$ cat config.mk
export PLATFORM = sky130hd
export DESIGN_NAME = olim_top
export DESIGN_NICKNAME = d
export VERILOG_FILES = /design/src/hdl/olim_pkg.sv /design/src/hdl/olim_jump_if.sv /design/src/hdl/olim_jump.sv /design/src/hdl/olim_top.sv
export SDC_FILE = /design/constraint.sdc
export NUM_CORES = 1
export LEC_CHECK = 0
export ABC_CLOCK_PERIOD_IN_PS = 17400
export BUFFER_PORTS_ARGS = -buffer_cell sky130_fd_sc_hd__buf_4
export CAP_MARGIN = 0
export CORE_ASPECT_RATIO = 0.75
export CORE_MARGIN = 5
export CORE_UTILIZATION = 34
export DETAILED_ROUTE_END_ITERATION = 16
export GPL_ROUTABILITY_DRIVEN = 0
export PLACE_DENSITY = 0.5
export SLEW_MARGIN = 15
export SYNTH_ARGS = -nofsm -noshare
export SYNTH_HDL_FRONTEND = slang
export SYNTH_HIERARCHICAL = 1
export SYNTH_SLANG_ARGS = --single-unit
$ cat constraint.sdc
create_clock -name ref_clk -period 17.4 [get_ports ref_clk]
set_input_delay 3.48 -clock ref_clk [delete_from_list [all_inputs] [get_ports ref_clk]]
set_output_delay 3.48 -clock ref_clk [all_outputs]
set_load 0.05 [all_outputs]
$ cat src/hdl/olim_pkg.sv
// Purpose: shared constants of the output frequency limiter
// Assumes: frequencies in 0.1 Hz steps, 16-bit unsigned
// Notes: the disable code lies above every legal frequency
package olim_pkg;
  // ********************************
  // frequency scale
  // ********************************
  localparam int FW = 16;
  localparam logic [FW-1:0] F_ZERO = 16'h0000;
  localparam logic [FW-1:0] F_120HZ = 16'h04b0;
  localparam logic [FW-1:0] F_400HZ = 16'h0fa0;
  localparam logic [FW-1:0] F_DISABLED = 16'h270f;
  // ********************************
  // reset values
  // ********************************
  localparam logic [FW-1:0] MAX_RST = F_120HZ;
  localparam logic [FW-1:0] MIN_RST = F_ZERO;
  localparam logic [FW-1:0] HSMAX_RST = F_120HZ;
  localparam logic [FW-1:0] JUMP_RST = F_DISABLED;
  localparam logic [FW-1:0] JOG_RST = 16'h0032;
  localparam logic [FW-1:0] START_RST = 16'h0005;
  // ********************************
  // setting select codes
  // ********************************
  localparam int NBAND = 3;
  localparam int SW = 4;
  localparam logic [SW-1:0] SEL_MAX = 4'h0;
  localparam logic [SW-1:0] SEL_MIN = 4'h1;
  localparam logic [SW-1:0] SEL_HSMAX = 4'h2;
  localparam logic [SW-1:0] SEL_JOG = 4'h3;
  localparam logic [SW-1:0] SEL_START = 4'h4;
  localparam logic [SW-1:0] SEL_JUMP0 = 4'h8;
  localparam logic [SW-1:0] SEL_JUMP_LAST = 4'hd;
  localparam logic [7:0] EXT_OPEN = 8'h00;
  typedef enum logic [2:0] {
    OLIM_IDLE = 3'b001,
    OLIM_RUN = 3'b010,
    OLIM_JOG = 3'b100
  } olim_mode_t;
endpackage

$ cat src/hdl/olim_jump_if.sv
// Purpose: carries a command and the jump band edges to the band skipper
// Assumes: one clock domain, purely combinational path
// Notes: edges hold A then B for each band in turn
interface olim_jump_if;
  logic [olim_pkg::FW-1:0] cmd;
  logic [olim_pkg::FW-1:0] edges [2*olim_pkg::NBAND];
  logic [olim_pkg::FW-1:0] result;
  modport calc (input cmd, input edges, output result);
  modport user (output cmd, output edges, input result);
endinterface

$ cat src/hdl/olim_jump.sv
// Purpose: moves a command lying inside an enabled jump band to its lower edge
// Assumes: bands given as two unordered edges
// Notes: combinational
module olim_jump (
  // band edges and command
  olim_jump_if.calc jp
);
  logic [olim_pkg::NBAND-1:0] hit;
  logic [olim_pkg::FW-1:0] lo [olim_pkg::NBAND];
  // ********************************
  // per band detection
  // ********************************
  for (genvar b = 0; b < olim_pkg::NBAND; b++) begin : g_band
    logic [olim_pkg::FW-1:0] ea;
    logic [olim_pkg::FW-1:0] eb;
    logic [olim_pkg::FW-1:0] hi;
    assign ea = jp.edges[2*b];
    assign eb = jp.edges[2*b+1];
    assign lo[b] = (ea < eb) ? ea : eb;
    assign hi = (ea < eb) ? eb : ea;
    assign hit[b] = (ea != olim_pkg::F_DISABLED) && (eb != olim_pkg::F_DISABLED)
      && (jp.cmd > lo[b]) && (jp.cmd < hi);
  end
  // ********************************
  // lowest numbered band wins
  // ********************************
  always_comb begin
    jp.result = jp.cmd;
    for (int b = olim_pkg::NBAND - 1; b >= 0; b--) begin
      if (hit[b]) begin
        jp.result = lo[b];
      end
    end
  end
endmodule

$ cat src/hdl/olim_top.sv
// Purpose: limits the frequency command before it reaches the ramp generator
// Assumes: all inputs come from logic on ref_clk
// Notes: target frequency is registered one cycle after its inputs
//
// Behaviour
// - A maximum setting, 0 to 120 Hz and 120 Hz after reset, caps every command above it unless a higher minimum overrides it.
// - A minimum setting, 0 to 120 Hz and 0 Hz after reset, raises any lower command up to it.
// - A high-speed maximum, 120 to 400 Hz and 120 Hz after reset, is the upper limit for fast running.
// - Writing either the maximum or the high-speed maximum loads the same value into both.
// - In jog, a jog frequency at or below the minimum is output as is, skipping the minimum clamp.
// - While stall prevention lowers the frequency, the output may fall below the minimum.
// - With minimum at or above the starting frequency, start alone ramps the output to the minimum.
module olim_top #(
  parameter int NBAND = olim_pkg::NBAND
) (
  // clock and reset
  input wire logic ref_clk,
  input wire logic reset_n,
  input wire logic clk_en,
  // setting writes
  input wire logic wr_en,
  input wire logic [olim_pkg::SW-1:0] wr_sel,
  input wire logic [olim_pkg::FW-1:0] wr_data,
  input wire logic [7:0] extended_param_display_sel,
  output logic wr_done_r,
  output logic wr_refused_r,
  // command side
  input wire logic [olim_pkg::FW-1:0] freq_cmd,
  input wire logic start_req,
  input wire logic jog_req,
  input wire logic stall_lower,
  input wire logic [olim_pkg::FW-1:0] stall_freq,
  // ramp side
  output logic [olim_pkg::FW-1:0] target_freq_r,
  output logic run_r,
  output logic below_min_r,
  // setting readback
  output logic [olim_pkg::FW-1:0] max_freq_limit_r,
  output logic [olim_pkg::FW-1:0] min_freq_limit_r,
  output logic [olim_pkg::FW-1:0] high_speed_max_limit_r
);
  logic [olim_pkg::FW-1:0] jog_freq_setting_r;
  logic [olim_pkg::FW-1:0] starting_freq_setting_r;
  logic [olim_pkg::FW-1:0] jump_band_edges_r [2*NBAND];
  olim_pkg::olim_mode_t mode_nxt;
  logic wr_take;
  logic wr_limit;
  logic stall_active;
  logic [olim_pkg::FW-1:0] mode_freq;
  logic locked;
  logic in_range;
  logic guarded;
  logic is_jump;
  logic [olim_pkg::FW-1:0] upper;
  logic [olim_pkg::FW-1:0] capped;
  logic [olim_pkg::FW-1:0] clamped;
  logic [olim_pkg::FW-1:0] run_freq;
  logic [olim_pkg::FW-1:0] target_nxt;
  olim_jump_if jif ();
  // ********************************
  // write checking
  // ********************************
  assign is_jump = (wr_sel >= olim_pkg::SEL_JUMP0) && (wr_sel <= olim_pkg::SEL_JUMP_LAST);
  assign guarded = is_jump || (wr_sel == olim_pkg::SEL_HSMAX);
  assign locked = guarded && (extended_param_display_sel != olim_pkg::EXT_OPEN);
  always_comb begin
    in_range = 1'b0;
    if (is_jump) begin
      in_range = (wr_data <= olim_pkg::F_400HZ) || (wr_data == olim_pkg::F_DISABLED);
    end else begin
      unique case (wr_sel)
        olim_pkg::SEL_MAX, olim_pkg::SEL_MIN: in_range = wr_data <= olim_pkg::F_120HZ;
        olim_pkg::SEL_HSMAX: in_range = (wr_data >= olim_pkg::F_120HZ) && (wr_data <= olim_pkg::F_400HZ);
        olim_pkg::SEL_JOG, olim_pkg::SEL_START: in_range = wr_data <= olim_pkg::F_400HZ;
        default: in_range = 1'b0;
      endcase
    end
  end
  // ********************************
  // limit settings
  // ********************************
  assign wr_take = clk_en && wr_en && in_range && !locked;
  assign wr_limit = wr_take && (wr_sel == olim_pkg::SEL_MAX || wr_sel == olim_pkg::SEL_HSMAX);
  // both limits load together so the upper clamp never sees two values
  always_ff @(posedge ref_clk) begin
    if (!reset_n) begin
      max_freq_limit_r <= olim_pkg::MAX_RST;
    end else if (wr_limit) begin
      max_freq_limit_r <= wr_data;
    end
  end
  always_ff @(posedge ref_clk) begin
    if (!reset_n) begin
      high_speed_max_limit_r <= olim_pkg::HSMAX_RST;
    end else if (wr_limit) begin
      high_speed_max_limit_r <= wr_data;
    end
  end
  always_ff @(posedge ref_clk) begin
    if (!reset_n) begin
      min_freq_limit_r <= olim_pkg::MIN_RST;
    end else if (wr_take && wr_sel == olim_pkg::SEL_MIN) begin
      min_freq_limit_r <= wr_data;
    end
  end
  // ********************************
  // jog, start and jump settings
  // ********************************
  always_ff @(posedge ref_clk) begin
    if (!reset_n) begin
      jog_freq_setting_r <= olim_pkg::JOG_RST;
    end else if (wr_take && wr_sel == olim_pkg::SEL_JOG) begin
      jog_freq_setting_r <= wr_data;
    end
  end
  always_ff @(posedge ref_clk) begin
    if (!reset_n) begin
      starting_freq_setting_r <= olim_pkg::START_RST;
    end else if (wr_take && wr_sel == olim_pkg::SEL_START) begin
      starting_freq_setting_r <= wr_data;
    end
  end
  // each edge has its own write strobe
  for (genvar e = 0; e < 2*NBAND; e++) begin : g_edge
    always_ff @(posedge ref_clk) begin
      if (!reset_n) begin
        jump_band_edges_r[e] <= olim_pkg::JUMP_RST;
      end else if (wr_take && wr_sel == olim_pkg::SW'(olim_pkg::SEL_JUMP0 + e)) begin
        jump_band_edges_r[e] <= wr_data;
      end
    end
    assign jif.edges[e] = jump_band_edges_r[e];
  end
  // ********************************
  // write status
  // ********************************
  always_ff @(posedge ref_clk) begin
    if (!reset_n) begin
      wr_done_r <= 1'b0;
    end else if (clk_en) begin
      wr_done_r <= wr_take;
    end
  end
  always_ff @(posedge ref_clk) begin
    if (!reset_n) begin
      wr_refused_r <= 1'b0;
    end else if (clk_en) begin
      wr_refused_r <= wr_en && !(in_range && !locked);
    end
  end
  // ********************************
  // clamping
  // ********************************
  // upper limit is the maximum, kept equal to the high-speed maximum
  assign upper = max_freq_limit_r;
  assign capped = (freq_cmd > upper) ? upper : freq_cmd;
  assign clamped = (capped < min_freq_limit_r) ? min_freq_limit_r : capped;
  assign jif.cmd = clamped;
  olim_jump u_jump (
    .jp(jif)
  );
  // start alone gives the minimum; below starting frequency the ramp stays at rest
  assign run_freq = (jif.result < starting_freq_setting_r) ? olim_pkg::F_ZERO : jif.result;
  // ********************************
  // mode decode
  // ********************************
  always_comb begin
    mode_nxt = olim_pkg::OLIM_IDLE;
    if (start_req) begin
      mode_nxt = olim_pkg::OLIM_RUN;
    end else if (jog_req) begin
      mode_nxt = olim_pkg::OLIM_JOG;
    end
  end
  // ********************************
  // target select
  // ********************************
  always_comb begin
    mode_freq = olim_pkg::F_ZERO;
    unique case (mode_nxt)
      olim_pkg::OLIM_IDLE: mode_freq = olim_pkg::F_ZERO;
      olim_pkg::OLIM_RUN: mode_freq = run_freq;
      olim_pkg::OLIM_JOG: begin
        if (jog_freq_setting_r <= min_freq_limit_r) begin
          mode_freq = jog_freq_setting_r;
        end else begin
          mode_freq = (jog_freq_setting_r > upper) ? upper : jog_freq_setting_r;
        end
      end
    endcase
  end
  // ********************************
  // stall prevention
  // ********************************
  // stall may pull the target under the minimum, never above the limited value
  assign stall_active = stall_lower && (mode_nxt != olim_pkg::OLIM_IDLE) && (stall_freq < mode_freq);
  assign target_nxt = stall_active ? stall_freq : mode_freq;
  // ********************************
  // ramp side outputs
  // ********************************
  always_ff @(posedge ref_clk) begin
    if (!reset_n) begin
      target_freq_r <= olim_pkg::F_ZERO;
    end else if (clk_en) begin
      target_freq_r <= target_nxt;
    end
  end
  always_ff @(posedge ref_clk) begin
    if (!reset_n) begin
      run_r <= 1'b0;
    end else if (clk_en) begin
      run_r <= mode_nxt != olim_pkg::OLIM_IDLE;
    end
  end
  // flags a running target under the minimum, as stall or jog may give
  always_ff @(posedge ref_clk) begin
    if (!reset_n) begin
      below_min_r <= 1'b0;
    end else if (clk_en) begin
      below_min_r <= (mode_nxt != olim_pkg::OLIM_IDLE) && (target_nxt < min_freq_limit_r);
    end
  end
endmodule

Word level (Yosys, flattened, before mapping)
Memories as Yosys holds them, arrays and structs flattened. Cells that the tools add are included.

Reduce and logical (&&, ||, !) cells: 39. Divide/modulo/power cells: 0. Multipliers: 0. Shifts and indexed selects: 0. Equal/unequal tests: 21. Order comparisons: 21. Add/subtract/negate cells: 0. Bitwise operators: 6. Mux-type cells: 45.

Operator list (number): two-way mux 16 bit (21); less-than comparator 16 bit (10); != test 16 x 14 -> 1 bit, second input constant (6); > comparator 16 bit (5); case mux 16 bit (3 select lines) (1); logical AND 1 bit (30); equality test 4 bit, second input constant (6); two-way mux 1 bit (20); equality test 16 x 14 -> 1 bit, second input constant (1); greater-or-equal comparator 16 x 11 -> 1 bit, second input constant (1); <= comparator 16 x 11 -> 1 bit, second input constant (1); <= comparator 16 x 12 -> 1 bit, second input constant (1); <= comparator 16 bit (1); equality test 4 x 2 -> 1 bit, second input constant (2); nonzero test 8 bit (1); two-way mux 3 bit (2); OR 1 bit (6); equality test 4 x 1 -> 1 bit, second input constant (1); equality test 4 x 3 -> 1 bit, second input constant (1); greater-or-equal comparator 4 bit, second input constant (1); <= comparator 4 bit, second input constant (1); zero test 4 bit (1); OR reduction 2 bit (2); equality test 3 x 1 -> 1 bit, second input constant (1); other kinds (6) (9).

Bits in writable memories: 96. Bits in latches: 0. Input port bits: 67. Memories kept: 1. Flip-flop bits (word level): 84. ROM bits: 0.

Memory list: jump_band_edges_r (depth 6, width 16, rd ports 6, clocked after memory_dff 0, wr ports 6, RTL line olim_top.sv:44) `logic [olim_pkg::FW-1:0] jump_band_edges_r [2*NBAND];`.

Longest topological paths before layout
Gate-level depths: netlist of the first run.

Depth after elaboration: 18. Gate-level depth with buffers: 61. Depth with buffers taken out: 54.

Modules after synthesis
Netlist of the first run, hierarchy kept.

By module, submodules not included: olim_top (area an instance 10337.4 µm², seq. area each 4564.4 µm², cells an instance 1057, instances 1); olim_jump (area an instance 5061.1 µm², seq. area each 0.0 µm², cells an instance 675, instances 1).

Least setup slack after synthesis of the first run
Ideal clock, no wire load.

Path kind: input to register. Start: input port freq_cmd[1] (netlist name). End: register below_min_r. Stages: 53. Setup time: 116 ps. Slack: 2681 ps. Arrival time: 14603 ps. Path through: ha_1 > nor2b_1 > o21a_1 > o211ai_2 > a31oi_1 > o41a_1 > buf_6 > clkbuf_1 > mux2_2 > ha_1 > a21o_1 > a21o_1 > a21oi_1 > nor2_1 > a211oi_1 > o41ai_4 > buf_6 > mux2_1 > [... 17 more ...] > a22o_1 > a21oi_1 > ha_1 > a21o_1 > a21o_1 > a21oi_1 > nor2_1 > nor3_1 > a41o_1 > a41o_1 > clkbuf_1 > clkbuf_1 > o21ai_0 > ha_1 > nand4_1 > or3_1 > o41a_1 > a41o_1.

Cells in the longest elaborated chain, start to end: 18. Elaborated cells on any way between the ends: 27.

RTL lines: start: declaration (RTL line olim_top.sv:28) `input wire logic [olim_pkg::FW-1:0] freq_cmd,`; > comparator 16 bit (RTL line olim_top.sv:156) `assign capped = (freq_cmd > upper) ? upper : freq_cmd;`; two-way mux 16 bit (*) (RTL line olim_top.sv:156); less-than comparator 16 bit (RTL line olim_top.sv:157) `assign clamped = (capped < min_freq_limit_r) ? min_freq_limit_r : capped;`; two-way mux 16 bit (*) (RTL line olim_top.sv:157); named net clamped, one bit (RTL line olim_top.sv:56) `logic [olim_pkg::FW-1:0] clamped;`; > comparator 16 bit (RTL line olim_jump.sv:22) `&& (jp.cmd > lo[b]) && (jp.cmd < hi);`; logical AND 1 bit (2 in a row) (RTL line olim_jump.sv:22); two-way mux 16 bit (2 in a row) (RTL line olim_jump.sv:30) `if (hit[b]) begin`; [... 1 more ...]; named net jif.result, one bit (RTL line olim_jump_if.sv:7) `logic [olim_pkg::FW-1:0] result;`; [... 1 more ...]; two-way mux 16 bit (*) (RTL line olim_top.sv:163) `assign run_freq = (jif.result < starting_freq_setting_r) ? olim_pkg::F_ZERO : jif.result;`; case mux 16 bit (3 select lines) (*) (RTL line olim_top.sv:180) `unique case (mode_nxt)`; less-than comparator 16 bit (RTL line olim_top.sv:196) `assign stall_active = stall_lower && (mode_nxt != olim_pkg::OLIM_IDLE) && (stall_freq < mode_freq);`; logical AND 1 bit (RTL line olim_top.sv:196); two-way mux 16 bit (*) (RTL line olim_top.sv:197) `assign target_nxt = stall_active ? stall_freq : mode_freq;`; named net target_nxt, one bit (RTL line olim_top.sv:58) `logic [olim_pkg::FW-1:0] target_nxt;`; less-than comparator 16 bit (*) (RTL line olim_top.sv:220) `below_min_r <= (mode_nxt != olim_pkg::OLIM_IDLE) && (target_nxt < min_freq_limit_r);`; logical AND 1 bit (*) (RTL line olim_top.sv:220); end signal: assignment (RTL line olim_top.sv:220); end: declaration (RTL line olim_top.sv:36) `output logic below_min_r,`.

The timed path passes the listed nets; every way through them passes the cells marked *. A chain may end at the register's enable or synchronous reset.

Worst setup path in the final report of the first run
Start: input port freq_cmd[15] (netlist name). End: register below_min_r.

Same word-level chain as after synthesis.

==> impl_results.md, run 1 <==
- Status: complete, no violations
- Via density: 5.71
- Worst-path clk slew: 0.09 ns
- CP Data Arrival Time: 16.94 ns
- PD cells: 82.4 mW/mm^2
- First-pass GRT wire length: 85.0 mm
- CTS tree: done
- CP max-delay cell: o41a_1
- Drt initial violations: 1566
- Synth area leaders: ha_1 (20%), edfxtp_1 (19%), dfxtp_1 (11%)
- Max Buffers Root-to-Sink: 2
- Fin Setup TNS: 0 ns
- CP Class: in2reg
- Sequential share of the synthesized area: 0.296
- Fin area: 0.0175 sq mm
- Layout cells sized above 1: 0.140
- Die ar.: 0.0497 sq mm
- Gr busiest metal: met1
- DP HPWL: 47.3 mm
- I/O pins: roughly 140
- DRC: 0
- Worst min path class: reg2reg
- Final period util: 0.952
- CTS Buf Count: 17
- Area leader, netlist: ha_1
- Crit end category: flip-flop
- Final WS setup: 0.831 ns
- Buf+Inv Stages, Crit Path: 5
- Post-synthesis instance area: 0.0154 sq mm
- GR Util met1: 0.356
- Least-Margin Pin Slew: 1.25 ns
- Synth cell count leaders: ha_1 (246), nand2_1 (151), inv_1 (139), a21oi_1 (111), nor2_1 (104)
- Gr usage total: 0.227
- Final setup vio count: 0
- Die Y-Extent: 194 um
- Antenna Diode Count: 0
- Hold depth: 2
- Rel. slew slack: 0.166
- PnR Total Power: between 0.001 and 0.0015 W
- YS warnings: 6
- Total Wirelength: 58.1 mm
- CTS root buf: clkbuf_16
- FF-to-FF path depth: 50
- Post-DRT Antenna Nets: 0
- Core Box Area: 0.0448 sq mm
- Placed inst area: approximately 0.017 sq mm
- Netlist cell types: 75
- CP Max Fanout: 60
- Fraction of registers with async set/reset: 0
- Avg Cell Area, Syn: 8.89 sq um
- Number of global-route vias before repair: 12800
- CTS Sinks: 180
- Clock skew: approximately 0.019 ns
- Port Buf Inserts: 134
- Top cell type's share of synthesized area: 0.200
- Post-synth top flop: edfxtp_1
- Via count: roughly 14000
- Largest net degree at the start of global routing: 79
- 1st-pass router iterations: 6
- Synth Register Bits: 180
- FP Rows: 67
- Worst VDD drop: roughly 68 uV
- Total gr overflow: 0
- Fmax: 0.0604 GHz
- Fin. Hold Viols: 0
- Synthesized netlist cell count: roughly 1700
- CP delay by family, top: compound AO/OA/AOI/OAI gates
- Area Growth Syn to Fin: 13.9%
- RSZ-0062 raised after global routing: false
- CP required: between 15 and 20 ns
- Number of flops mapped to enable cells by yosys: 96
- Grt met3 use: 0.0847
- Routed len/inst: 23.9 um
- Max-cap viol count: 0
- Worst slack, placed: 0.748 ns
- Pleak: 7.50 nW
- Nets: 2141
- Worst Setup Start Kind: input port
- Count leader, synth: ha_1
- Die W: 256 um
- Initial Util: 0.344
- Fin util: 0.392
- Slew Limit Fails: 0
- Htree depth: 4
- Worst-Skew Late Latency: 0.47 ns
- CTS Hold Buffers Added: 0
- Fin crit period: roughly 17 ns
- Post-CTS Setup Inserts: 0
- Most used cell, CP: ha_1
- Antenna violations before repair: 3
- Critical Path Stages: 50
- Post-CTS sizing: 0
- Slowest stage delay, CP: 0.89 ns
- Met2 track demand over resource: 0.289
-- final timing paths --
| check | from | to | slack (ns) |
|---|---|---|---|
| setup / recovery | freq_cmd[15] | below_min_r$_SDFFE_PN0P_ | 0.83 |
| hold / removal | starting_freq_setting_r[4]$_SDFFE_PN0P_ | starting_freq_setting_r[4]$_SDFFE_PN0P_ | 0.47 |
| hold reg to reg | starting_freq_setting_r[4]$_SDFFE_PN0P_ | starting_freq_setting_r[4]$_SDFFE_PN0P_ | 0.47 |
| setup reg to reg | high_speed_max_limit_r[13]$_SDFFE_PN0P_ | below_min_r$_SDFFE_PN0P_ | 3.31 |
-- worst reg2reg max path: cells and delay by family, from the launching register on --
family                     cells  cell delay, ns
DFF                            1            0.51
muxes                          4            1.17
adders and majority gates      6            1.93
and+or+nand+nor               11            2.27
buffers and inverters          5            1.23
AOI/OAI and AO/OA             24            6.90
-- routing by layer --
| layer | up-vias | routed length, um |
|---|---|---|
| met5 | - | 31 |
| met2 | 605 | 21300 |
| met3 | 65 | 6950 |
| li1 | 6595 | - |
| met4 | 4 | 838 |
| met1 | 6600 | 29000 |
-- cells in the final DEF (no fill, tap or decap), types with 65 or more instances in the layout --
master,n
ha_1,246
o21ai_0,101
edfxtp_1,96
nand2_1,151
buf_4,154
dfxtp_1,84
a21oi_1,110
inv_1,139
mux2i_1,72
nor2_1,104
nand4_1,65
-- registers in the layout, summed over array words and instances (netlist names) --
| signal | cells |
|---|---|
| run_r | 1 |
| high_speed_max_limit_r | 16 |
| below_min_r | 1 |
| target_freq_r | 16 |
| min_freq_limit_r | 16 |
| starting_freq_setting_r | 16 |
| jog_freq_setting_r | 16 |
| jump_band_edges_r | 96 |
| wr_done_r | 1 |
| wr_refused_r | 1 |
-- kinds of logic (layout without fill, tap and decap cells) --
kind of cell | after synthesis | in the layout | share of synthesized area
AND/OR/NAND/NOR | 565 | 565 | 0.194
AO/OA/AOI/OAI | 399 | 399 | 0.173
adder cells (fa/ha/maj) | 246 | 246 | 0.200
buffers and inverters | 234 | 326 | 0.0647
flip-flops | 180 | 180 | 0.296
multiplexers | 107 | 107 | 0.0724
other | 1 | 18 | 0.000244
-- report_power, final --
part / total (W) / internal (W) / switching (W)
clock network: 0.000413 / 0.000197 / 0.000216
logic: 0.000545 / 0.000207 / 0.000339
registers: 0.000485 / 0.000466 / 0.0000199
total: 0.00144 / 0.000869 / 0.000575
-- layout make-up --
cell class                 instances  area, sq um
multi-input combinational       1335         9930
fill                            4519        27200
clock inverter                    15          178
inverter                         139          522
sequential                       180         4560
clock buffer                      17          425
timing repair buffer             155         1180
tap                              586          733
-- through the flow --
stage	cells	hold slack, ns
2_1_floorplan	1749	0.430
5_1_grt	2427	0.487
3_5_place_dp	2395	0.450
6_report	2427	0.467
3_3_place_gp	2395	0.445
4_1_cts	2427	0.470
No activity file was read; power rests on OpenSTA's default activity.
==> run 2, diff against run 1 <==
--- a/config.mk
+++ b/config.mk
@@ -5,6 +5,7 @@
 export SDC_FILE = /design/constraint.sdc
 export NUM_CORES = 1
 export LEC_CHECK = 0
+export ABC_AREA = 1
 export ABC_CLOCK_PERIOD_IN_PS = 17400
 export BUFFER_PORTS_ARGS = -buffer_cell sky130_fd_sc_hd__buf_4
 export CAP_MARGIN = 0
==> impl_results.md, run 2 <==
- Status: complete, no violations
- Combinational share of power: 0.392 (+0.014)
- Fraction of registers with async set/reset: 0 (unchanged)
- Via density: 5.27 (-7.7%)
- Post-CTS Setup Inserts: 0 (unchanged)
- Final setup vio count: 0 (unchanged)
- Routed len/inst: 21.1 um (-12%)
- Synth Register Bits: 180 (unchanged)
- Worst VDD drop: 77.2 uV (+13%)
- Initial Util: 0.343 (-0.000727)
- DRC: 0 (unchanged)
- Mux contribution to synthesized area: 0 (-0.0724)
- CP required: 17.79 ns (+0.02 ns)
- P_sw: 0.000580 W (+0.92%)
- Synth cell count leaders: nand2_1 (414), inv_1 (257), ha_1 (246), a21oi_1 (181), o21ai_0 (175)
- Die ar.: 0.0495 sq mm (-0.38%)
- Fmax: 0.0692 GHz (+15%)
- CP Data Arrival Time: 14.85 ns (-2.09 ns)
- Area leader, netlist: ha_1
- Avg Cell Area, Syn: 7.49 sq um (-16%)
- DP HPWL: 45.9 mm (-3.0%)
- YS warnings: 6 (unchanged)
- Area Growth Syn to Fin: 13.7%
- Via count: 14600 (+4.9%)
- CTS Sinks: 180 (unchanged)
- Die Y-Extent: 194 um (-0.19%)
- Number of flops mapped to enable cells by yosys: 96 (unchanged)
- CP Max Fanout: 32 (-47%)
- FF-to-FF path depth: 52 (+4.0%)
- Clock Power Share: 0.273 (-0.013)
- Cell internal pwr: 0.000855 W (-1.6%)
- Worst Setup Start Kind: input port
- Largest family of logic cells by synthesized area: simple AND/OR/NAND/NOR gates
- Final period util: 0.831 (-0.121)
- 1st-pass router iterations: 5 (-1)
- Reg power frac: 0.335 (about the same)
- PD cells: 82.3 mW/mm^2 (about the same)
- CP Class: in2reg
- I/O pins: 135 (unchanged)
- Synthesized netlist cell count: 2049 (+18%)
- Least-Margin Pin Slew: 0.961 ns (-0.285 ns)
- Commonest non-fill, non-tap cell in the layout: nand2_1
- Worst-path clk slew: 0.08 ns (about the same)
- CP max-delay cell: o21ai_0
- Hold Startpoint: starting_freq_setting_r[8]$_SDFFE_PN0P_
- Max reg flops: 96 (unchanged)
- Worst min path class: reg2reg
- CTS Buf Count: 17 (unchanged)
- Antenna violations before repair: 1 (-2)
- Fin crit period: 14.46 ns (-2.11 ns)
- Htree depth: 4 (unchanged)
- Crit end category: flip-flop
- Core Box Area: 0.0447 sq mm (-0.19%)
- CTS root buf: clkbuf_16
- Synth Area in XOR/XNOR: 0 (unchanged)
- Sw Share: 0.404 (+0.00610)
- Die W: 255 um (-0.19%)
- Total Wirelength: 58.1 mm (about the same)
- Port Buf Inserts: 134 (unchanged)
- Sequential share of the synthesized area: 0.298 (+0.00118)
- Max Buffers Root-to-Sink: 2 (unchanged)
- Synth Area in Compound Gates: 0.159 (-0.0136)
- Hold_ws: 0.470 ns (+0.00302 ns)
- Worst-Skew Late Latency: 0.46 ns (about the same)
- Antenna Diode Count: 0 (unchanged)
- Fin. Hold Viols: 0 (unchanged)
- FP Rows: 67 (unchanged)
- Number of fillers in the final layout: 4664 (+3.2%)
- Post-DRT Antenna Nets: 0 (unchanged)
- Synth area leaders: ha_1 (20%), edfxtp_1 (19%), dfxtp_1 (11%)
- Largest net degree at the start of global routing: 64 (-19%)
- Netlist cell types: 53 (-29%)
- Post-synthesis instance area: 0.0153 sq mm (-0.40%)
- RSZ-0062 raised after global routing: false
- Pleak: 8.18 nW (+9.0%)
- Post-synth top flop: edfxtp_1
- Worst r2r dst: below_min_r$_SDFFE_PN0P_
- Fin Setup TNS: 0 ns (unchanged)
- Post-CTS sizing: 0 (unchanged)
- Top cell type's share of synthesized area: 0.201 (+0.000799)
- Total gr overflow: 0 (unchanged)
- Slew Limit Fails: 0 (unchanged)
- Most used cell, CP: nand2_1
- Slowest stage delay, CP: 0.72 ns (-0.17 ns)
- Worst r2r src: high_speed_max_limit_r[3]$_SDFFE_PN0P_
- Post-synthesis adder-cell area fraction: 0.201 (+0.000799)
- Gr usage total: 0.229 (+0.00236)
- Final WS setup: 2.94 ns (+2.11 ns)
- Biggest register: jump_band_edges_r
- Rel. slew slack: 0.358 (+0.192)
- Drt initial violations: 1389 (-11%)
- Number of global-route vias before repair: 13500 (+5.3%)
- CTS tree: done
- Max-cap viol count: 0 (unchanged)
- Hold depth: 2 (unchanged)
- End point of the worst hold path: starting_freq_setting_r[8]$_SDFFE_PN0P_
- Most frequent cells in the layout: nand2_1 (414), inv_1 (256), ha_1 (246), a21oi_1 (181), o21ai_0 (175)
- Simple-Gate Fraction of Synth Area: 0.246 (+0.0523)
- Layout cells sized above 1: 0.126 (-0.0136)
- Nets: 2474 (+16%)
- CTS Hold Buffers Added: 0 (unchanged)
- Clock skew: 0.0172 ns (-0.00176 ns)
- Flop-to-flop setup slack: 5.35 ns (+2.04 ns)
- First-pass GRT wire length: 85.1 mm (about the same)
- Worst slack, placed: 2.68 ns (+1.93 ns)
- Count leader, synth: nand2_1
==> run 2: cell count changes after synthesis, sizes merged, moves of 33 or more <==
cell / delta
a21oi: +76
nand2: +288
nand4: -33
mux2i: -72
o21ai: +92
a21o: -36
inv: +134
nor2: +68
mux2: -35
nand3: +49
==> run 2: worst max-delay path, delay by kind of cell <==
kind,cells,cell delay [ns]
buf+inv,4,0.64
fa+ha+maj,6,1.84
compound gates,15,3.57
simple gates,28,5.31
==> run 2: power by group through the flow <==
| stage | Combinational [W] | Sequential, W | Clock [W] |
|---|---|---|---|
| final | 0.000562 | 0.000481 | 0.000392 |
| after global routing | 0.000632 | 0.000484 | 0.000416 |
| after CTS | 0.000554 | 0.000481 | 0.000399 |
| after detailed placement | 0.000551 | 0.000491 | 0 |
| after global placement | 0.000538 | 0.000491 | 0 |
| after floorplan | 0.000374 | 0.000505 | 0 |
==> run 2: cell type report <==
cell class / count / area (sq um) / area share
inverter: 284 / 1070 / 0.0613
timing repair buffer: 153 / 1160 / 0.0663
tap: 586 / 733 / 0.0420
sequential: 180 / 4560 / 0.262
clock buffer: 21 / 440 / 0.0253
multi-input combinational: 1525 / 9360 / 0.537
clock inverter: 11 / 119 / 0.00682
==> run 2: kinds of logic after synthesis <==
| group | Yosys count |
|---|---|
| AO/OA/AOI/OAI | 446 |
| adder cells (fa/ha/maj) | 246 |
| buffers and inverters | 361 |
| flip-flops | 180 |
| other | 1 |
| AND/OR/NAND/NOR | 815 |
==> run 2: through the flow <==
step	utilization	total power [W]	cell area [sq um]	instances
final	0.390	0.00144	17400	2760
after global routing	0.390	0.00153	17400	2760
after CTS	0.390	0.00143	17400	2759
after detailed placement	0.377	0.00104	16900	2727
after global placement	0.377	0.00103	16900	2727
after floorplan	-	0.000879	15400	2066
==> run 2: routing by layer <==
| layer | share of wire | GRT usage | vias up |
|---|---|---|---|
| li1 | - | - | 7170 |
| met1 | 0.49 | 0.355 | 6794 |
| met2 | 0.39 | 0.309 | 522 |
| met3 | 0.097 | 0.0652 | 63 |
| met4 | 0.019 | 0.0544 | 2 |
| met5 | 0.00031 | 0 | - |
==> run 2: worst max path at each step <==
stage | start | end | slack, ns | cells after the start
2_1_floorplan | freq_cmd[1] | below_min_r$_SDFFE_PN0P_ | 5.56 | 57
3_3_place_gp | freq_cmd[15] | below_min_r$_SDFFE_PN0P_ | 2.84 | 55
3_5_place_dp | freq_cmd[15] | below_min_r$_SDFFE_PN0P_ | 2.68 | 50
4_1_cts | freq_cmd[15] | below_min_r$_SDFFE_PN0P_ | 3.15 | 53
5_1_grt | freq_cmd[15] | below_min_r$_SDFFE_PN0P_ | 1.81 | 55
6_report | freq_cmd[15] | below_min_r$_SDFFE_PN0P_ | 2.94 | 53
